### config.mk
export PLATFORM = sky130hd
export DESIGN_NAME = bcc_bus_ctrl
export DESIGN_NICKNAME = d
export VERILOG_FILES = /design/src/rtl/bcc_bus_ctrl.v /design/src/rtl/bcc_sel_match.v
export VERILOG_INCLUDE_DIRS = /design/src /design/src/rtl
export SDC_FILE = /design/constraint.sdc
export NUM_CORES = 1
export LEC_CHECK = 0
export ABC_AREA = 0
export BUFFER_PORTS_ARGS = -buffer_cell sky130_fd_sc_hd__buf_4
export CORE_AREA = 2 2 100 102
export DETAILED_ROUTE_END_ITERATION = 10
export DIE_AREA = 0 0 102 104
export PLACE_DENSITY_LB_ADDON = 0.05
export SYNTH_ARGS = -nofsm -noshare
export SYNTH_HDL_FRONTEND = slang
export SYNTH_SLANG_ARGS = --single-unit
### constraint.sdc
create_clock -name ref_clk -period 4.6 [get_ports ref_clk]
set_input_delay 0.23 -clock ref_clk [delete_from_list [all_inputs] [get_ports ref_clk]]
set_output_delay 0.23 -clock ref_clk [all_outputs]
set_load 0.05 [all_outputs]
### src/rtl/bcc_consts.vh
// bcc_consts.vh - shared constants of the bus cycle control outputs.
// assumes it is included by bare name from every bcc source file.
`ifndef BCC_CONSTS_VH
`define BCC_CONSTS_VH

// ----------------------------------------------------------------------
// widths and counts
// ----------------------------------------------------------------------
`define BCC_ADDR_W       20
`define BCC_DATA_W       8
`define BCC_HI_ADDR_W    12
`define BCC_SEL_NUM      8
`define BCC_BLK_W        10

// ----------------------------------------------------------------------
// field positions of the block number compared by the selects
// ----------------------------------------------------------------------
`define BCC_MEM_BLK_LSB  10
`define BCC_IO_BLK_LSB   6

// ----------------------------------------------------------------------
// bus cycle states, T1 to T4 each one reference clock output period long, idle until a request
// ----------------------------------------------------------------------
`define BCC_ST_IDLE      3'h0
`define BCC_ST_T1        3'h1
`define BCC_ST_T2        3'h2
`define BCC_ST_T3        3'h3
`define BCC_ST_T4        3'h4

// ----------------------------------------------------------------------
// reset values
// ----------------------------------------------------------------------
`define BCC_RST_CLK_HALF 1'h0
`define BCC_RST_DIR      1'h1
`define BCC_RST_SEL_LOW  8'hFF

`endif

### src/rtl/bcc_bus_ctrl.v
// bcc_bus_ctrl - bus cycle control outputs of the external bus.
// assumes requests and select configuration come from ref_clk logic;
// only the muxed data lines arrive from pins and are synchronised.
//
// Function
// reference clock output runs at exactly half the input clock.
// it has 50% duty, toggling on every falling input clock edge.
// data enable is low only while data moves on the bus, else high.
// direction high means transmit, low means receive.
// eight generic selects exist, each active only when enabled.
// an enabled select goes low when the cycle address is in its space.
// low bus lines carry address bits 0-7, then 8-bit data.
// address latch strobe is high during the address phase.
// disabled selects, and all after reset, stay high.
`timescale 1ns/1ps
`default_nettype none
`include "bcc_consts.vh"

module bcc_bus_ctrl #(
    parameter SEL_NUM = `BCC_SEL_NUM,
    parameter BLK_W   = `BCC_BLK_W
) (
    input  wire                        ref_clk,
    input  wire                        rst,
    // user side request and answer
    input  wire                        cyc_req,
    input  wire                        cyc_write,
    input  wire                        cyc_io,
    input  wire [`BCC_ADDR_W-1:0]      cyc_addr,
    input  wire [`BCC_DATA_W-1:0]      cyc_wdata,
    output reg                         cyc_ready,
    output reg                         cyc_done,
    output reg  [`BCC_DATA_W-1:0]      cyc_rdata,
    // select configuration
    input  wire [SEL_NUM-1:0]          sel_enable,
    input  wire [SEL_NUM-1:0]          sel_io_space,
    input  wire [SEL_NUM*BLK_W-1:0]    sel_base,
    input  wire [SEL_NUM*BLK_W-1:0]    sel_mask,
    // pins
    output reg                         ref_clk_half,
    output reg  [`BCC_DATA_W-1:0]      muxed_bus_out,
    output reg                         muxed_bus_oe,
    input  wire [`BCC_DATA_W-1:0]      muxed_bus_in,
    output reg  [`BCC_HI_ADDR_W-1:0]   high_addr,
    output reg                         addr_latch,
    output reg                         data_enable_low,
    output reg                         buffer_direction,
    output reg                         generic_select_0_low,
    output reg                         generic_select_1_low,
    output reg                         generic_select_2_low,
    output reg                         generic_select_3_low,
    output reg                         generic_select_4_low,
    output reg                         generic_select_5_low,
    output reg                         generic_select_6_low,
    output reg                         generic_select_7_low
);

    // ------------------------------------------------------------------
    // internal state
    // ------------------------------------------------------------------
    reg  [2:0]              state_r;
    reg                     tick_r;
    reg                     write_r;
    reg  [`BCC_DATA_W-1:0]  wdata_r;
    reg  [`BCC_DATA_W-1:0]  bus_sync1_r;
    reg  [`BCC_DATA_W-1:0]  bus_sync2_r;
    reg  [SEL_NUM-1:0]      sel_low_r;
    reg  [SEL_NUM-1:0]      sel_low_nxt;
    wire [SEL_NUM-1:0]      sel_hit;

    // ------------------------------------------------------------------
    // reference clock output
    // ------------------------------------------------------------------
    // falling edge flop on the one clock: half rate, equal halves
    always @(negedge ref_clk or posedge rst) begin
        if (rst) begin
            ref_clk_half <= `BCC_RST_CLK_HALF;
        end else begin
            ref_clk_half <= ~ref_clk_half;
        end
    end

    // rising edge enable, one pulse per output clock period
    always @(posedge ref_clk or posedge rst) begin
        if (rst) begin
            tick_r <= 1'b0;
        end else begin
            tick_r <= ~tick_r;
        end
    end

    // ------------------------------------------------------------------
    // pin input synchroniser
    // ------------------------------------------------------------------
    // read data sees the pins only through the second stage
    always @(posedge ref_clk or posedge rst) begin
        if (rst) begin
            bus_sync1_r <= {`BCC_DATA_W{1'b0}};
            bus_sync2_r <= {`BCC_DATA_W{1'b0}};
        end else begin
            bus_sync1_r <= muxed_bus_in;
            bus_sync2_r <= bus_sync1_r;
        end
    end

    // ------------------------------------------------------------------
    // chip select decode
    // ------------------------------------------------------------------
    bcc_sel_match #(
        .SEL_NUM      (SEL_NUM),
        .ADDR_W       (`BCC_ADDR_W),
        .BLK_W        (BLK_W)
    ) u_match (
        .addr         (cyc_addr),
        .is_io        (cyc_io),
        .sel_enable   (sel_enable),
        .sel_io_space (sel_io_space),
        .sel_base     (sel_base),
        .sel_mask     (sel_mask),
        .hit          (sel_hit)
    );

    // selects change only at the start and end of a cycle
    always @* begin
        sel_low_nxt = sel_low_r;
        if (tick_r) begin
            if ((state_r == `BCC_ST_IDLE) && cyc_req) begin
                sel_low_nxt = ~sel_hit;
            end else if (state_r == `BCC_ST_T4) begin
                sel_low_nxt = {SEL_NUM{1'b1}};
            end
        end
    end

    always @(posedge ref_clk or posedge rst) begin
        if (rst) begin
            sel_low_r <= `BCC_RST_SEL_LOW;
        end else begin
            sel_low_r <= sel_low_nxt;
        end
    end

    // the select pins are flops of their own, copied from the vector
    always @(posedge ref_clk or posedge rst) begin
        if (rst) begin
            generic_select_0_low <= 1'b1;
            generic_select_1_low <= 1'b1;
            generic_select_2_low <= 1'b1;
            generic_select_3_low <= 1'b1;
            generic_select_4_low <= 1'b1;
            generic_select_5_low <= 1'b1;
            generic_select_6_low <= 1'b1;
            generic_select_7_low <= 1'b1;
        end else begin
            generic_select_0_low <= sel_low_nxt[0];
            generic_select_1_low <= sel_low_nxt[1];
            generic_select_2_low <= sel_low_nxt[2];
            generic_select_3_low <= sel_low_nxt[3];
            generic_select_4_low <= sel_low_nxt[4];
            generic_select_5_low <= sel_low_nxt[5];
            generic_select_6_low <= sel_low_nxt[6];
            generic_select_7_low <= sel_low_nxt[7];
        end
    end

    // ------------------------------------------------------------------
    // bus cycle sequencer: T1 address, T2-T3 data, T4 recovery
    // ------------------------------------------------------------------
    // T1 to T4 each last two input clocks and idle a multiple of two, so pin timing stays symmetric
    always @(posedge ref_clk or posedge rst) begin
        if (rst) begin
            state_r          <= `BCC_ST_IDLE;
            write_r          <= 1'b0;
            wdata_r          <= {`BCC_DATA_W{1'b0}};
            cyc_ready        <= 1'b1;
            cyc_done         <= 1'b0;
            cyc_rdata        <= {`BCC_DATA_W{1'b0}};
            muxed_bus_out    <= {`BCC_DATA_W{1'b0}};
            muxed_bus_oe     <= 1'b0;
            high_addr        <= {`BCC_HI_ADDR_W{1'b0}};
            addr_latch       <= 1'b0;
            data_enable_low  <= 1'b1;
            buffer_direction <= `BCC_RST_DIR;
        end else begin
            cyc_done <= 1'b0;
            if (tick_r) begin
                case (state_r)
                `BCC_ST_IDLE: begin
                    if (cyc_req) begin
                        state_r          <= `BCC_ST_T1;
                        cyc_ready        <= 1'b0;
                        write_r          <= cyc_write;
                        wdata_r          <= cyc_wdata;
                        high_addr        <= cyc_addr[`BCC_ADDR_W-1:
                                                     `BCC_DATA_W];
                        muxed_bus_out    <= cyc_addr[`BCC_DATA_W-1:0];
                        muxed_bus_oe     <= 1'b1;
                        addr_latch       <= 1'b1;
                        buffer_direction <= cyc_write;
                    end
                end
                `BCC_ST_T1: begin
                    state_r         <= `BCC_ST_T2;
                    addr_latch      <= 1'b0;
                    data_enable_low <= 1'b0;
                    // reads release the lines for the far party
                    muxed_bus_out   <= write_r ? wdata_r
                                               : {`BCC_DATA_W{1'b0}};
                    muxed_bus_oe    <= write_r;
                end
                `BCC_ST_T2: begin
                    state_r <= `BCC_ST_T3;
                end
                `BCC_ST_T3: begin
                    state_r         <= `BCC_ST_T4;
                    data_enable_low <= 1'b1;
                    muxed_bus_oe    <= 1'b0;
                    if (!write_r) begin
                        // synchroniser lag: the byte read is the pin value sampled at the end of T2
                        cyc_rdata <= bus_sync2_r;
                    end
                end
                `BCC_ST_T4: begin
                    state_r   <= `BCC_ST_IDLE;
                    cyc_ready <= 1'b1;
                    cyc_done  <= 1'b1;
                end
                default: begin
                    state_r         <= `BCC_ST_IDLE;
                    cyc_ready       <= 1'b1;
                    addr_latch      <= 1'b0;
                    data_enable_low <= 1'b1;
                    muxed_bus_oe    <= 1'b0;
                end
                endcase
            end
        end
    end

endmodule // bcc_bus_ctrl

`default_nettype wire

### src/rtl/bcc_sel_match.v
// bcc_sel_match - address decode for the eight generic chip selects.
// assumes config inputs are static or change only on the ref_clk domain;
// output is combinational and is registered by the caller.
`timescale 1ns/1ps
`default_nettype none
`include "bcc_consts.vh"

module bcc_sel_match #(
    parameter SEL_NUM = `BCC_SEL_NUM,
    parameter ADDR_W  = `BCC_ADDR_W,
    parameter BLK_W   = `BCC_BLK_W
) (
    input  wire [ADDR_W-1:0]        addr,
    input  wire                     is_io,
    input  wire [SEL_NUM-1:0]       sel_enable,
    input  wire [SEL_NUM-1:0]       sel_io_space,
    input  wire [SEL_NUM*BLK_W-1:0] sel_base,
    input  wire [SEL_NUM*BLK_W-1:0] sel_mask,
    output reg  [SEL_NUM-1:0]       hit
);

    // ------------------------------------------------------------------
    // block number of a cycle: memory uses the top bits, i/o the port bits
    // ------------------------------------------------------------------
    function [BLK_W-1:0] blk_of;
        input [ADDR_W-1:0] a;
        input              io;
        begin
            if (io) begin
                blk_of = a[`BCC_IO_BLK_LSB +: BLK_W];
            end else begin
                blk_of = a[`BCC_MEM_BLK_LSB +: BLK_W];
            end
        end
    endfunction

    // ------------------------------------------------------------------
    // per-select compare; a cleared mask bit is a don't-care bit
    // ------------------------------------------------------------------
    integer i;
    always @* begin
        hit = {SEL_NUM{1'b0}};
        for (i = 0; i < SEL_NUM; i = i + 1) begin
            // disabled selects never hit, so they stay high
            hit[i] = sel_enable[i] && (sel_io_space[i] == is_io) &&
                     (((blk_of(addr, is_io) ^ sel_base[i*BLK_W +: BLK_W])
                       & sel_mask[i*BLK_W +: BLK_W]) == {BLK_W{1'b0}});
        end
    end

endmodule // bcc_sel_match

`default_nettype wire

==> run_results.csv <==
group,metric,value,unit
power,power_density,476.0,nW/um^2
min_path,hold_path_class,"in -> reg",
power,seqPwrFrac,32.4,%
finish,finish.utilization,67.68,%
logic_synthesis,synth_cell_types,29,
global_routing,grt_pass1_wl,22860,microns
clock_tree,clkLatencyLatePin,360,ps
floorplan,chipHeight,104,microns
critical_path,worstSetupStartpointType,"flop",
power,swShare,45.53,%
logic_synthesis,synth.avg_cell_area,10.01,sq um
clock_tree,clock-sinks,72,
global_routing,grt_usage,29.13,%
logic_synthesis,netlist.area_leader.share,36.41,%
routing,drc,0,
finish,nets,899,
min_path,hold_depth,3,
critical_path,critPathMaxStageDelay,410,ps
critical_path,r2r_cells,6,
sta,hold_viol_final,0,
floorplan,num_rows,36,
power,p_comb_share,51.0,%
floorplan,die_x,102,microns
sta,slew_viol_final,0,
critical_path,critPathMaxFanout,2,
clock_tree,cts_tree,"done",
sta,whs,52.16,ps
routing,routed_wl,15100,microns
sta,clock_skew,11.17,ps
finish,drive_above_1_share,45.48,%
clock_tree,clk_pin_slew,80,ps
logic_synthesis,ys_seq_area_share,44.02,%
routing,wl_per_cell,18.44,microns
critical_path,crit_required,4370,ps
logic_synthesis,synthTopCellsByArea,"dfrtp_1 (36%), xnor2_1 (19%), nand2_1 (10%), dfstp_2 (7.0%), mux2i_4 (5.5%)",
global_routing,antenna_found_initial,0,
power,vdd_drop_max,297.8,uV
power,clkPwrFrac,16.7,%
sta,setup_viol_count_final,0,
routing,firstDrtPassIters,5,
sta,slew_headroom,37.79,%
run,cap_violations,0,
finish,syn2layout_area_growth,56.71,%
clock_tree,cts_made_buffers,9,
clock_tree,clockBufferDepth,2,
routing,drt_iter0_markers,226,
clock_tree,cts_setup_buffers,0,
finish,diodes,0,
critical_path,crit_cells,1,
clock_tree,cts-root-buf,"clkbuf_8",
floorplan,die_area,10610,sq um
floorplan,start_util,43.19,%
critical_path,cp-end-kind,"output pin",
finish,final_common_cell,"buf_4",
critical_path,path_cells,"buf_4",
global_routing,grt_pass1_vias,4238,
critical_path,arrival,3240,ps
place,dp_hpwl,12050,microns
logic_synthesis,ys_seq_elements,72,
critical_path,worst_path_max_delay_cell,"dfrtn_1",
min_path,hold_path_startpoint,"cyc_wdata[1]",
critical_path,setup.worst_path.start,"ref_clk_half",
sta,grt_setup_unrepaired,"no",
power,p_leak,0.003050,uW
logic_synthesis,synth_top_area_cell,"dfrtp_1",
critical_path,regToRegStartpoint,"state_r[2]",
finish,layout_common_cells,"buf_4 (262), nand2_1 (112), xnor2_1 (88), dfrtp_1 (60), a22oi_1 (26)",
sta,worstMarginPinSlew,929.0,ps
floorplan,ioPinCount,260,
place,place.gp.congestion,0.9622,
global_routing,grt_overflow,0,
logic_synthesis,syn_inst,412,
critical_path,path_class,"reg -> out",
floorplan,core,9549,sq um
routing,num_vias,4037,
place,io_buffers,259,
routing,postRouteAntennaNets,0,
logic_synthesis,syn-num-nets,629,
logic_synthesis,yosys_warnings,0,
power,p_int,1675,uW
clock_tree,cts.htree.levels,3,
logic_synthesis,synth.cell_area,4124,sq um
sta,setup_tns,0,ps
global_routing,grt_max_degree,72,
critical_path,cp_num_buf_inv,1,
run_status,status,"finished clean",
critical_path,crit_family,"flip-flops",
routing,via_per_inst,4.929,
power,p_switching,1401,uW
-- per-stage QoR --
| step | power [uW] | std cells | setup slack (ps) | cell area (sq um) |
|---|---|---|---|---|
| global route | 3264 | 819 | 1078 | 6462 |
| floorplan | 2015 | 412 | 374.1 | 4124 |
| CTS | 3098 | 819 | 1113 | 6462 |
| global placement | 2541 | 796 | 1486 | 6188 |
| finish | 3076 | 819 | 1129 | 6462 |
| detailed placement | 2579 | 796 | 1480 | 6188 |
-- power by group through the flow --
stage / logic [uW] / registers [uW] / clock network [uW]
after floorplan: 548 / 1470 / 0
after global placement: 1550 / 993 / 0
after detailed placement: 1570 / 1010 / 0
after CTS: 1580 / 995 / 522
after global routing: 1690 / 1030 / 551
final: 1570 / 995 / 513
-- sequential cells by signal, indices dropped and copies added, names as in the netlist, 3 cells and up --
register,cells
bus_sync1_r,8
bus_sync2_r,8
cyc_rdata,8
high_addr,12
muxed_bus_out,8
sel_low_r,7
state_r,3
wdata_r,8
-- final cells by class --
class,count,area [sq um]
clock buffer,9,123.9
clock inverter,6,70.07
fill,814,3087
inverter,6,22.52
multi-input combinational,323,2217
sequential,72,1815
tap,133,166.4
timing repair buffer,270,2047
-- worst paths after layout --
path                                  end  slack, ps
max                          ref_clk_half       1130
max reg2reg                  sel_low_r[5]       2170
min in group asynchronous  bus_sync1_r[0]        180
max in group asynchronous    ref_clk_half       2560
min reg2reg                  ref_clk_half        310
min                            wdata_r[1]         50
-- cell families (layout without fill, tap and decap cells) --
logic type                count (synthesis)  in the layout  synth area share (%)
DFF                                      72             72                 44.02
xor gates and xnor gates                 88             88                 18.69
AOI/OAI and AO/OA                        78             78                 13.56
muxes                                    19             19                 7.889
buffers and inverters                    17            291                 2.336
and+or+nand+nor                         138            138                 13.50
-- cells in the mapped netlist --
library cell / n
nor2_1: 8
nand3_1: 3
o32a_1: 5
a22oi_2: 4
a22oi_1: 26
and2_0: 1
dfrtn_1: 1
a31oi_1: 1
mux2i_1: 1
o32ai_1: 1
o211ai_1: 1
nor3_1: 2
a21oi_1: 12
nand2_1: 112
a222oi_1: 2
dfrtp_1: 60
o21ai_0: 15
inv_1: 6
mux2i_4: 10
nor2b_1: 1
mux2_2: 8
buf_12: 2
and3_1: 10
nand4_1: 1
xnor2_1: 88
a211oi_1: 8
o22a_1: 3
dfstp_2: 11
clkbuf_1: 9
-- routing by layer --
layer / vias up / GRT usage (%) / wire length, microns
li1: 1948 / - / -
met1: 1896 / 32.66 / 5563
met2: 168 / 52.30 / 8087
met3: 25 / 7.796 / 1025
met4: 0 / 10.00 / 427
met5: - / 0 / 0
-- timing repair --
action	CTS	global route
resized for setup	0	0
hold buffers	8	0
hold endpoints to repair	8	0
Power figures use the tool's default switching activity.
